===== config.mk =====
export PLATFORM = sky130hd
export DESIGN_NAME = apm_top
export DESIGN_NICKNAME = d
export VERILOG_FILES = /design/src/rtl/apm_pkg.sv /design/src/rtl/apm_conv_if.sv /design/src/rtl/apm_top.sv /design/src/rtl/apm_conv_engine.sv /design/src/rtl/apm_pin_mux.sv
export SDC_FILE = /design/constraint.sdc
export NUM_CORES = 1
export LEC_CHECK = 0
export ABC_AREA = 0
export BUFFER_PORTS_ARGS = -buffer_cell sky130_fd_sc_hd__clkbuf_2
export CAP_MARGIN = 20
export CORE_UTILIZATION = 56
export DETAILED_ROUTE_END_ITERATION = 10
export GPL_TIMING_DRIVEN = 1
export PLACE_DENSITY = 0.73
export SETUP_SLACK_MARGIN = 0.05
export SLEW_MARGIN = 30
export SYNTH_ARGS = -nofsm -noshare
export SYNTH_HDL_FRONTEND = slang
export SYNTH_SLANG_ARGS = --single-unit

===== constraint.sdc =====
create_clock -name ref_clk -period 3.5 [get_ports ref_clk]
set_input_delay 0.525 -clock ref_clk [delete_from_list [all_inputs] [get_ports ref_clk]]
set_output_delay 0.525 -clock ref_clk [all_outputs]
set_load 0.03 [all_outputs]

===== src/rtl/apm_pkg.sv =====
package apm_pkg;

    // Register offsets on the plain register port (word index)
    localparam logic [7:0] OFS_POWER    = 8'h00;
    localparam logic [7:0] OFS_STATUS   = 8'h01;
    localparam logic [7:0] OFS_PINSEL   = 8'h02;
    localparam logic [7:0] OFS_PINDAT   = 8'h03;
    localparam logic [7:0] OFS_PINDIR   = 8'h04;
    localparam logic [7:0] OFS_TRIGGER  = 8'h05;
    localparam logic [7:0] OFS_SLOTBASE = 8'h10;
    localparam logic [7:0] OFS_RESBASE  = 8'h20;

    // Power register fields
    localparam int PWR_BANDGAP_BIT = 0;
    localparam int PWR_REF_BIT     = 1;
    localparam int PWR_CORE_BIT    = 2;

    // Slot control fields: channel [3:0], sample window [9:4], trigger [14:10]
    localparam int SLOT_CH_LSB  = 0;
    localparam int SLOT_WIN_LSB = 4;
    localparam int SLOT_TRG_LSB = 10;

    localparam int NUM_SLOTS    = 16;
    localparam int NUM_PINS     = 8;
    localparam int RESULT_BITS  = 12;
    localparam int FULL_CODES   = 4096;

    // Reset values
    localparam logic [2:0]  PWR_RESET    = 3'h0;
    localparam logic [15:0] SLOT_RESET   = 16'h0000;
    localparam logic [15:0] PINSEL_RESET = 16'hffff;

    // Conversion timing
    localparam int CLK_MHZ        = 100;
    localparam int CONV_DIV       = 2;
    localparam int CONV_BIT_TICKS = 13;
    localparam int SETTLE_US      = 1000;
    localparam int SETTLE_CYCLES  = SETTLE_US * CLK_MHZ;

    typedef enum logic [1:0] {
        APM_MODE_OFF   = 2'b00,
        APM_MODE_COMP  = 2'b01,
        APM_MODE_QUICK = 2'b11,
        APM_MODE_OPER  = 2'b10
    } apm_mode_t;

    typedef enum logic [1:0] {
        APM_CV_IDLE   = 2'b00,
        APM_CV_SAMPLE = 2'b01,
        APM_CV_CONV   = 2'b11,
        APM_CV_STORE  = 2'b10
    } apm_conv_t;

    function automatic apm_mode_t decodeMode(input logic [2:0] pwr);
        if (pwr[PWR_BANDGAP_BIT] && pwr[PWR_REF_BIT] && pwr[PWR_CORE_BIT])
            return APM_MODE_OPER;
        else if (pwr[PWR_BANDGAP_BIT] && pwr[PWR_REF_BIT])
            return APM_MODE_QUICK;
        else if (pwr[PWR_BANDGAP_BIT])
            return APM_MODE_COMP;
        else
            return APM_MODE_OFF;
    endfunction : decodeMode

endpackage : apm_pkg


===== src/rtl/apm_conv_if.sv =====
`timescale 1ns/1ps
`default_nettype none
// Request and answer between the slot scheduler and the conversion engine
interface apm_conv_if;
    logic       start;
    logic [3:0] channel;
    logic [5:0] window;
    logic       busy;
    logic       done;
    logic [11:0] code;

    modport sched (output start, output channel, output window,
                   input busy, input done, input code);
    modport engine (input start, input channel, input window,
                    output busy, output done, output code);
endinterface : apm_conv_if
`default_nettype wire


===== src/rtl/apm_top.sv =====
// Design decisions made here: the strobed register port and the address map.
`timescale 1ns/1ps
`default_nettype none
module apm_top #(
    parameter int NUM_PINS      = apm_pkg::NUM_PINS,
    parameter int SETTLE_CYCLES = apm_pkg::SETTLE_CYCLES
) (
    // Clock and reset
    input  wire logic                   ref_clk,
    input  wire logic                   rstn,
    // Register port
    input  wire logic [7:0]             regAddr,
    input  wire logic [15:0]            regWdata,
    input  wire logic                   regWr,
    input  wire logic                   regRd,
    output logic [15:0]                 regRdata,
    // Conversion clock gate and external triggers
    input  wire logic                   convClkEn,
    input  wire logic [3:0]             extTrig,
    // Analog array interface
    input  wire logic                   cmpHigh,
    output logic [11:0]                 trialCode,
    output logic                        sampleOn,
    output logic [3:0]                  analogChannel,
    output logic                        bandgapEn,
    output logic                        referenceEn,
    output logic                        coreEn,
    output logic                        comparatorsEn,
    // Shared analog pins, digital side
    input  wire logic [NUM_PINS-1:0]    pinIn,
    output logic [NUM_PINS-1:0]         pinOut,
    output logic [NUM_PINS-1:0]         pinOe,
    output logic [NUM_PINS-1:0]         pinInBufEn
);
    localparam int NS = apm_pkg::NUM_SLOTS;
    localparam int RB = apm_pkg::RESULT_BITS;

    apm_conv_if cv ();

    // Power and mode
    logic [2:0]            pwr_ff;
    logic [31:0]           settleCnt_ff;
    logic                  settled_ff;
    apm_pkg::apm_mode_t    mode;
    // Conversion clock divider
    logic [7:0]            div_ff;
    logic                  convTick_ff;
    // Slots
    logic [15:0]           slotCtl_ff [NS];
    logic [RB-1:0]         result_ff  [NS];
    logic [NS-1:0]         pend_ff;
    logic [NS-1:0]         done_ff;
    logic [3:0]            curSlot_ff;
    logic                  active_ff;
    logic [3:0]            extTrig_ff;
    // Outputs
    logic [15:0]           rdata_ff;
    logic [11:0]           trialCode_ff;
    logic                  sampleOn_ff;
    logic [3:0]            channel_ff;
    logic [3:0]            anaEn_ff;

    wire logic [11:0]         engTrial;
    wire logic                engSample;
    wire logic [NUM_PINS-1:0] selVal;
    wire logic [NUM_PINS-1:0] dirVal;
    wire logic [NUM_PINS-1:0] datRead;
    wire logic [NUM_PINS-1:0] muxOut;
    wire logic [NUM_PINS-1:0] muxOe;
    wire logic [NUM_PINS-1:0] muxInBuf;

    // Address decode
    wire logic isSlot   = (regAddr[7:4] == apm_pkg::OFS_SLOTBASE[7:4]);
    wire logic isResult = (regAddr[7:4] == apm_pkg::OFS_RESBASE[7:4]);
    wire logic [3:0] idx = regAddr[3:0];
    wire logic wrPower  = regWr && (regAddr == apm_pkg::OFS_POWER);
    wire logic wrSel    = regWr && (regAddr == apm_pkg::OFS_PINSEL);
    wire logic wrDat    = regWr && (regAddr == apm_pkg::OFS_PINDAT);
    wire logic wrDir    = regWr && (regAddr == apm_pkg::OFS_PINDIR);
    wire logic wrTrig   = regWr && (regAddr == apm_pkg::OFS_TRIGGER);
    wire logic wrSlot   = regWr && isSlot;

    assign mode = apm_pkg::decodeMode(pwr_ff);

    // Conversions only in operating mode with the conversion clock running
    wire logic coreReady = (mode == apm_pkg::APM_MODE_OPER) && convClkEn;

    // Slot trigger sources: 0 software only, 1..4 external lines
    function automatic logic slotHit(input logic [15:0] ctl, input logic [3:0] rise);
        logic [4:0] src;
        src = ctl[apm_pkg::SLOT_TRG_LSB +: 5];
        if (src >= 5'd1 && src <= 5'd4)
            return rise[src[1:0] - 2'd1];
        else
            return 1'b0;
    endfunction : slotHit

    wire logic [3:0] extRise = extTrig & ~extTrig_ff;
    logic [NS-1:0]   hwHit;
    always_comb
    begin
        for (int i = 0; i < NS; i++)
            hwHit[i] = slotHit(slotCtl_ff[i], extRise);
    end
    wire logic [NS-1:0] swHit = wrTrig ? regWdata : '0;

    // Lowest-numbered pending slot wins
    logic [3:0] nextSlot;
    logic       anyPend;
    always_comb
    begin
        nextSlot = '0;
        anyPend  = 1'b0;
        for (int i = NS - 1; i >= 0; i--)
            if (pend_ff[i])
            begin
                nextSlot = 4'(i);
                anyPend  = 1'b1;
            end
    end

    wire logic launch = anyPend && !active_ff && !cv.busy && coreReady;

    assign cv.start   = launch;
    assign cv.channel = slotCtl_ff[nextSlot][apm_pkg::SLOT_CH_LSB +: 4];
    assign cv.window  = slotCtl_ff[nextSlot][apm_pkg::SLOT_WIN_LSB +: 6];

    apm_conv_engine #(
        .RESULT_BITS (RB)
    ) u_engine (
        .ref_clk   (ref_clk),
        .rstn      (rstn),
        .convTick  (convTick_ff),
        .coreReady (coreReady),
        .cmpHigh   (cmpHigh),
        .trialCode (engTrial),
        .sampleOn  (engSample),
        .cv        (cv.engine)
    );

    apm_pin_mux #(
        .NUM_PINS (NUM_PINS)
    ) u_pins (
        .ref_clk (ref_clk),
        .rstn    (rstn),
        .selWr   (wrSel),
        .datWr   (wrDat),
        .dirWr   (wrDir),
        .wrData  (regWdata[NUM_PINS-1:0]),
        .pinIn   (pinIn),
        .pinOut  (muxOut),
        .pinOe   (muxOe),
        .inBufEn (muxInBuf),
        .selVal  (selVal),
        .dirVal  (dirVal),
        .datRead (datRead)
    );

    // Power bits written together in one access; settle timer restarts
    always_ff @(posedge ref_clk)
    begin
        if (!rstn)
        begin
            pwr_ff       <= apm_pkg::PWR_RESET;
            settleCnt_ff <= '0;
            settled_ff   <= 1'b0;
        end
        else if (wrPower)
        begin
            pwr_ff       <= regWdata[2:0];
            settleCnt_ff <= '0;
            settled_ff   <= 1'b0;
        end
        else if (mode != apm_pkg::APM_MODE_OPER)
        begin
            settleCnt_ff <= '0;
            settled_ff   <= 1'b0;
        end
        else if (settleCnt_ff >= 32'(SETTLE_CYCLES - 1))
            settled_ff <= 1'b1;
        else
            settleCnt_ff <= settleCnt_ff + 32'd1;
    end

    // Conversion clock enable
    always_ff @(posedge ref_clk)
    begin
        if (!rstn || !convClkEn)
        begin
            div_ff      <= '0;
            convTick_ff <= 1'b0;
        end
        else
        begin
            convTick_ff <= (div_ff == 8'(apm_pkg::CONV_DIV - 1));
            div_ff      <= (div_ff == 8'(apm_pkg::CONV_DIV - 1)) ? 8'h00 : div_ff + 8'h01;
        end
    end

    // Slot configuration, pending flags and results
    always_ff @(posedge ref_clk)
    begin
        if (!rstn)
        begin
            for (int i = 0; i < NS; i++)
            begin
                slotCtl_ff[i] <= apm_pkg::SLOT_RESET;
                result_ff[i]  <= '0;
            end
            pend_ff    <= '0;
            done_ff    <= '0;
            curSlot_ff <= '0;
            active_ff  <= 1'b0;
            extTrig_ff <= '0;
        end
        else
        begin
            extTrig_ff <= extTrig;
            if (wrSlot)
                slotCtl_ff[idx] <= regWdata;
            // New triggers win over the launch clear
            pend_ff <= (pend_ff & ~(launch ? (NS'(1) << nextSlot) : '0)) | swHit | hwHit;
            if (launch)
            begin
                curSlot_ff <= nextSlot;
                active_ff  <= 1'b1;
            end
            else if (cv.done || !coreReady)
                active_ff <= 1'b0;
            // Completed flag: set wins over a clear by reading the result
            done_ff <= (done_ff & ~((regRd && isResult) ? (NS'(1) << idx) : '0))
                     | ((cv.done && active_ff) ? (NS'(1) << curSlot_ff) : '0);
            if (cv.done && active_ff)
                result_ff[curSlot_ff] <= cv.code;
        end
    end

    // Read mux
    logic [15:0] rdNext;
    always_comb
    begin
        rdNext = '0;
        if (isSlot)
            rdNext = slotCtl_ff[idx];
        else if (isResult)
            rdNext = {{(16 - RB){1'b0}}, result_ff[idx]};
        else
            case (regAddr)
                apm_pkg::OFS_POWER:   rdNext = {13'h0000, pwr_ff};
                apm_pkg::OFS_STATUS:  rdNext = {11'h000, active_ff, settled_ff, coreReady, mode};
                apm_pkg::OFS_PINSEL:  rdNext = 16'(selVal);
                apm_pkg::OFS_PINDAT:  rdNext = 16'(datRead);
                apm_pkg::OFS_PINDIR:  rdNext = 16'(dirVal);
                apm_pkg::OFS_TRIGGER: rdNext = done_ff;
                default:              rdNext = '0;
            endcase
    end

    // Registered outputs
    always_ff @(posedge ref_clk)
    begin
        if (!rstn)
        begin
            rdata_ff     <= '0;
            trialCode_ff <= '0;
            sampleOn_ff  <= 1'b0;
            channel_ff   <= '0;
            anaEn_ff     <= '0;
        end
        else
        begin
            rdata_ff     <= regRd ? rdNext : 16'h0000;
            trialCode_ff <= engTrial;
            sampleOn_ff  <= engSample;
            if (launch)
                channel_ff <= cv.channel;
            // Analog enables follow the mode; comparators stay on while bandgap is up
            anaEn_ff <= {pwr_ff[apm_pkg::PWR_BANDGAP_BIT],
                         pwr_ff[apm_pkg::PWR_CORE_BIT] & pwr_ff[apm_pkg::PWR_REF_BIT]
                             & pwr_ff[apm_pkg::PWR_BANDGAP_BIT],
                         pwr_ff[apm_pkg::PWR_REF_BIT] & pwr_ff[apm_pkg::PWR_BANDGAP_BIT],
                         pwr_ff[apm_pkg::PWR_BANDGAP_BIT]};
        end
    end

    assign regRdata      = rdata_ff;
    assign trialCode     = trialCode_ff;
    assign sampleOn      = sampleOn_ff;
    assign analogChannel = channel_ff;
    assign bandgapEn     = anaEn_ff[0];
    assign referenceEn   = anaEn_ff[1];
    assign coreEn        = anaEn_ff[2];
    assign comparatorsEn = anaEn_ff[3];
    assign pinOut        = muxOut;
    assign pinOe         = muxOe;
    assign pinInBufEn    = muxInBuf;
endmodule : apm_top
`default_nettype wire


===== src/rtl/apm_conv_engine.sv =====
`timescale 1ns/1ps
`default_nettype none
module apm_conv_engine #(
    parameter int RESULT_BITS = 12
) (
    // Clock and reset
    input  wire logic                   ref_clk,
    input  wire logic                   rstn,
    // Conversion clock enable and core readiness
    input  wire logic                   convTick,
    input  wire logic                   coreReady,
    // Comparator decision from the analog successive approximation array
    input  wire logic                   cmpHigh,
    // Trial code presented to the analog array
    output logic [RESULT_BITS-1:0]      trialCode,
    output logic                        sampleOn,
    // Scheduler side
    apm_conv_if.engine                  cv
);
    apm_pkg::apm_conv_t          state_ff;
    apm_pkg::apm_conv_t          nxt_state;
    logic [5:0]                  cnt_ff;
    logic [5:0]                  nxt_cnt;
    logic [RESULT_BITS-1:0]      sar_ff;
    logic [RESULT_BITS-1:0]      nxt_sar;
    logic [RESULT_BITS-1:0]      bitMask_ff;
    logic [RESULT_BITS-1:0]      nxt_bitMask;
    logic                        done_ff;

    wire logic [RESULT_BITS-1:0] trial = sar_ff | bitMask_ff;

    always_comb
    begin
        nxt_state   = state_ff;
        nxt_cnt     = cnt_ff;
        nxt_sar     = sar_ff;
        nxt_bitMask = bitMask_ff;
        case (state_ff)
            apm_pkg::APM_CV_IDLE:
                if (cv.start && coreReady)
                begin
                    nxt_state = apm_pkg::APM_CV_SAMPLE;
                    nxt_cnt   = cv.window;
                end
            apm_pkg::APM_CV_SAMPLE:
                if (!coreReady)
                    nxt_state = apm_pkg::APM_CV_IDLE;
                else if (convTick)
                begin
                    if (cnt_ff == 6'h00)
                    begin
                        nxt_state   = apm_pkg::APM_CV_CONV;
                        nxt_sar     = '0;
                        nxt_bitMask = {1'b1, {(RESULT_BITS-1){1'b0}}};
                    end
                    else
                        nxt_cnt = cnt_ff - 6'h01;
                end
            apm_pkg::APM_CV_CONV:
                if (!coreReady)
                    nxt_state = apm_pkg::APM_CV_IDLE;
                else if (convTick)
                begin
                    // Successive approximation: keep the trial bit when input is above it
                    if (cmpHigh)
                        nxt_sar = trial;
                    nxt_bitMask = bitMask_ff >> 1;
                    if (bitMask_ff[0])
                        nxt_state = apm_pkg::APM_CV_STORE;
                end
            apm_pkg::APM_CV_STORE:
                nxt_state = apm_pkg::APM_CV_IDLE;
            default:
                nxt_state = apm_pkg::APM_CV_IDLE;
        endcase
    end

    always_ff @(posedge ref_clk)
    begin
        if (!rstn)
        begin
            state_ff   <= apm_pkg::APM_CV_IDLE;
            cnt_ff     <= '0;
            sar_ff     <= '0;
            bitMask_ff <= '0;
            done_ff    <= 1'b0;
        end
        else
        begin
            state_ff   <= nxt_state;
            cnt_ff     <= nxt_cnt;
            sar_ff     <= nxt_sar;
            bitMask_ff <= nxt_bitMask;
            done_ff    <= (state_ff == apm_pkg::APM_CV_STORE);
        end
    end

    assign trialCode = trial;
    assign sampleOn  = (state_ff == apm_pkg::APM_CV_SAMPLE);
    assign cv.busy   = (state_ff != apm_pkg::APM_CV_IDLE) || done_ff;
    assign cv.done   = done_ff;
    assign cv.code   = sar_ff;
endmodule : apm_conv_engine
`default_nettype wire


===== src/rtl/apm_pin_mux.sv =====
`timescale 1ns/1ps
`default_nettype none
module apm_pin_mux #(
    parameter int NUM_PINS = 8
) (
    // Clock and reset
    input  wire logic                ref_clk,
    input  wire logic                rstn,
    // Register writes
    input  wire logic                selWr,
    input  wire logic                datWr,
    input  wire logic                dirWr,
    input  wire logic [NUM_PINS-1:0] wrData,
    // Pin side
    input  wire logic [NUM_PINS-1:0] pinIn,
    output logic [NUM_PINS-1:0]      pinOut,
    output logic [NUM_PINS-1:0]      pinOe,
    output logic [NUM_PINS-1:0]      inBufEn,
    // Register views
    output logic [NUM_PINS-1:0]      selVal,
    output logic [NUM_PINS-1:0]      dirVal,
    output logic [NUM_PINS-1:0]      datRead
);
    logic [NUM_PINS-1:0] sel_ff;
    logic [NUM_PINS-1:0] latch_ff;
    logic [NUM_PINS-1:0] dir_ff;
    logic [NUM_PINS-1:0] pinOut_ff;
    logic [NUM_PINS-1:0] pinOe_ff;
    logic [NUM_PINS-1:0] inBuf_ff;

    always_ff @(posedge ref_clk)
    begin
        if (!rstn)
        begin
            sel_ff    <= apm_pkg::PINSEL_RESET[NUM_PINS-1:0];
            latch_ff  <= '0;
            dir_ff    <= '0;
            pinOut_ff <= '0;
            pinOe_ff  <= '0;
            inBuf_ff  <= '0;
        end
        else
        begin
            if (selWr)
                sel_ff <= wrData;
            if (datWr)
                latch_ff <= wrData;
            if (dirWr)
                dir_ff <= wrData;
            // Digital drive only where the pin is released to digital use
            pinOut_ff <= latch_ff;
            pinOe_ff  <= dir_ff & ~sel_ff;
            inBuf_ff  <= ~sel_ff;
        end
    end

    // Live level when digital, output latch when analog
    assign datRead = (~sel_ff & pinIn) | (sel_ff & latch_ff);
    assign selVal  = sel_ff;
    assign dirVal  = dir_ff;
    assign pinOut  = pinOut_ff;
    assign pinOe   = pinOe_ff;
    assign inBufEn = inBuf_ff;
endmodule : apm_pin_mux
`default_nettype wire


==> flow_summary.yaml <==
place:
  dpl.hpwl_um: 61000
  port_buffers: 102
  dpl_cell_area_um2: 32500
  place_congestion: 0.944
  place_inst: 3279
timing:
  period_share_pct: 88.5
  tightest_slew_ns: 0.958
  fin_tns_setup_ns: 0
  slew_viol_final: 0
  hold_viol: 0
  finalCriticalPeriod_ns: 3.10
  setup_viol: 0
  fin_skew_ns: 0.0271
  fmax_ghz: 0.323
  rsz0062_at_grt: "no"
  slew_headroom_pct: 35.9
synthesis:
  yosys_most_used_dff: "edfxtp_1"
  yosys.area_share.simple_pct: 18.5
  synth.largest_area_cell: "edfxtp_1"
  synth_top_area_share_pct: 43.7
  synth_xor_area_share_pct: 0.597
  ys_ff_latch: 651
  synth_top_family_by_area: "simple AND/OR/NAND/NOR gates"
  synth_mux_area_share_pct: 11.3
  ys_async_sr_fraction_pct: 0
  ys_seq_area_share_pct: 56.9
  yosys-top-cells-area: "edfxtp_1, dfxtp_1, mux4_2, and2_1, nand2_1"
  syn_area_um2: 30800
  synth-compound-area-share_pct: 8.15
  syn_inst: 2559
  synth-edff-count: 448
  yosys_warnings: 0
  synthAdderAreaFrac_pct: 1.50
  syn-num-nets: 2638
  syn_area_per_cell_um2: 12.0
  ys_types: 65
global_routing:
  grt_pass1_wl_um: 135000
  overflow: 0
  grt_start_max_net_pins: 68
  grt_pass1_vias: 21400
  antenna_found_initial: 3
  grt_usage_pct: 32.4
cts:
  tritoncts: "yes"
  insertion_delay_ns: 0.62
  cts.hold.buffers_added: 0
  cts_buffers: 69
  h-tree-depth: 3
  cts_sinks: 651
  cts-root-buf: "clkbuf_16"
  cts_resized: 0
  cts_buffer_depth: 3
  post_cts_buffers: 0
  cts.clk_slew.worst_paths_ns: 0.06
hold_path:
  hp-class: "input port to register"
  min_path_cells: 2
power_and_ir_drop:
  irDropWorstVdd_v: 0.000380
  p_leak_nw: 12.7
  powerDensity_nw_per_um2: 511
  power_mw: 17.7
setup_path:
  path_class: "register to register"
  reg2reg_depth: 9
  reg2reg_slack_ns: 0.40
  timing.critical_path.to: "u_engine.cnt_ff[2]"
  cp_max_fo: 16
  crit_arrival_ns: 3.62
  rr_endpoint: "u_engine.cnt_ff[2]"
  cp-start-kind: "register"
  required_ns: 4.02
  endpoint_kind: "register"
  startpoint: "pend_ff[5]"
  worstReg2RegStart: "pend_ff[5]"
drt:
  dr.pass1.iters: 6
  drt_iter0_drc: 2641
  drcViolationCount: 0
  ant_nets: 0
  viasPerCell: 6.43
  finalWirelength_um: 89800
  num_vias: 21900
  wire_per_inst_um: 26.3
floorplan:
  die_area_um2: 56000
  die_w_um: 237
  core_area_um2: 54100
  die_h_um: 237
  io_pins: 103
  start_util_pct: 56.9
  num_rows: 85
final_layout:
  fillCellCount: 4008
  finalNonFillerCells: 3409
  layout-drive-gt1-share_pct: 18.0
  final_cell_area_um2: 34600
  fin_util_pct: 64.0
  fin_nets: 2733
  multi_input_area_um2: 12400
  ff_latch_area_um2: 17500
  syn_to_final_growth_pct: 12.4
run:
  max-cap-violations: 0
outcome:
  status: "finished clean"
==> power by group <==
group	leakage (nW)	internal (mW)	total, mW	switching (mW)
sequential	5.89	8.49	8.65	0.165
combinational	5.73	0.745	2.01	1.26
clock	1.08	3.96	7.03	3.06
total	12.7	13.2	17.7	4.49
==> cells by family after synthesis <==
family | after synthesis
compound gates | 371
xor+xnor | 21
fa+ha+maj | 37
buf+inv | 250
flops | 651
mux | 166
simple gates | 1063
==> per-layer routing <==
layer	global-route usage, %	vias to the layer above	wire length, um
met1	44.1	10800	35100
met5	0	-	12
met3	7.33	225	10100
met4	13.5	2	3450
li1	-	9533	-
met2	50.3	1311	41100
==> layout by cell type (no fill, tap or decap), types with 21 or more instances in the layout <==
master,netlist,final
nand2_1,212,212
and3_1,42,42
clkbuf_2,0,99
dfxtp_1,203,203
and2_1,471,471
ha_1,37,37
edfxtp_1,448,448
buf_4,3,98
inv_1,65,66
nand3_1,101,101
mux4_2,144,144
a21boi_0,41,41
a21oi_1,84,84
clkbuf_16,0,74
nor2b_1,21,21
nor3_1,36,36
a2111oi_0,35,34
nor2_1,118,112
o21ai_0,72,47
==> area by class of cell <==
| class | instances | share of cell area, % |
|---|---|---|
| clock inverters | 38 | 0.654 |
| inverters | 65 | 0.705 |
| well taps | 696 | 2.52 |
| flip-flops and latches | 651 | 50.6 |
| repair buffers | 209 | 4.20 |
| multi-input cells | 1658 | 35.8 |
| clock buffers | 89 | 5.54 |
| diodes | 3 | 0.0217 |
==> sequential cells by signal (all words and copies together) (netlist names), 4 cells and up <==
name and flops:
analogChannel 4, curSlot_ff 4, div_ff 8, done_ff 16, extTrig_ff 4, pend_ff 16, regRdata 16, result_ff 192
settleCnt_ff 32, slotCtl_ff 256, trialCode 12, u_engine.bitMask_ff 12, u_engine.cnt_ff 6, u_engine.cv.code 12, u_pins.dirVal 8, u_pins.inBufEn 8
u_pins.latch_ff 8, u_pins.pinOe 8, u_pins.pinOut 8, u_pins.selVal 8
==> stage by stage <==
stage	setup WS (ns)	hold slack [ns]
2_1_floorplan	0.269	0.399
3_3_place_gp	0.315	0.418
3_5_place_dp	0.436	0.416
4_1_cts	0.445	0.120
5_1_grt	0.267	0.140
6_report	0.401	0.135
==> cell usage after synthesis, types with 11 or more instances <==
master       n
xor2_1      17
and2_1     471
nand4_1     16
inv_1       65
clkbuf_1   153
and3_1      42
dfxtp_1    203
nand2_1    212
buf_1       11
a2111oi_0   35
a221oi_1    12
a21oi_1     84
a22oi_1     12
edfxtp_1   448
nor4_1      11
o21ai_0     72
a21boi_0    41
o211ai_1    19
nand3_1    101
ha_1        37
nor2_1     118
nor2b_1     21
nand2b_1    18
buf_2       17
mux4_2     144
mux2i_1     20
nor3_1      36
a211oi_1    17
o21a_1      17
==> worst max-delay path: stages, from the launching register on <==
cell      delay (ns)
dfxtp_1         0.36
or4_4           0.56
a21oi_4         0.19
a211o_1         0.44
buf_12          0.24
mux2i_1         0.21
a21oi_1         0.09
a211oi_1        0.51
nor3_1          0.19
o21a_1          0.22
==> how the worst min path moves through the flow <==
stage / startpoint / endpoint
final: extTrig[2] / extTrig_ff[2]
after global routing: extTrig[3] / extTrig_ff[3]
after CTS: extTrig[3] / extTrig_ff[3]
after detailed placement: u_pins.selVal[3] / u_pins.inBufEn[3]
after global placement: u_pins.selVal[3] / u_pins.inBufEn[3]
after floorplan: u_pins.selVal[3] / u_pins.inBufEn[3]
Note: power is estimated with default switching activity, not from simulation.
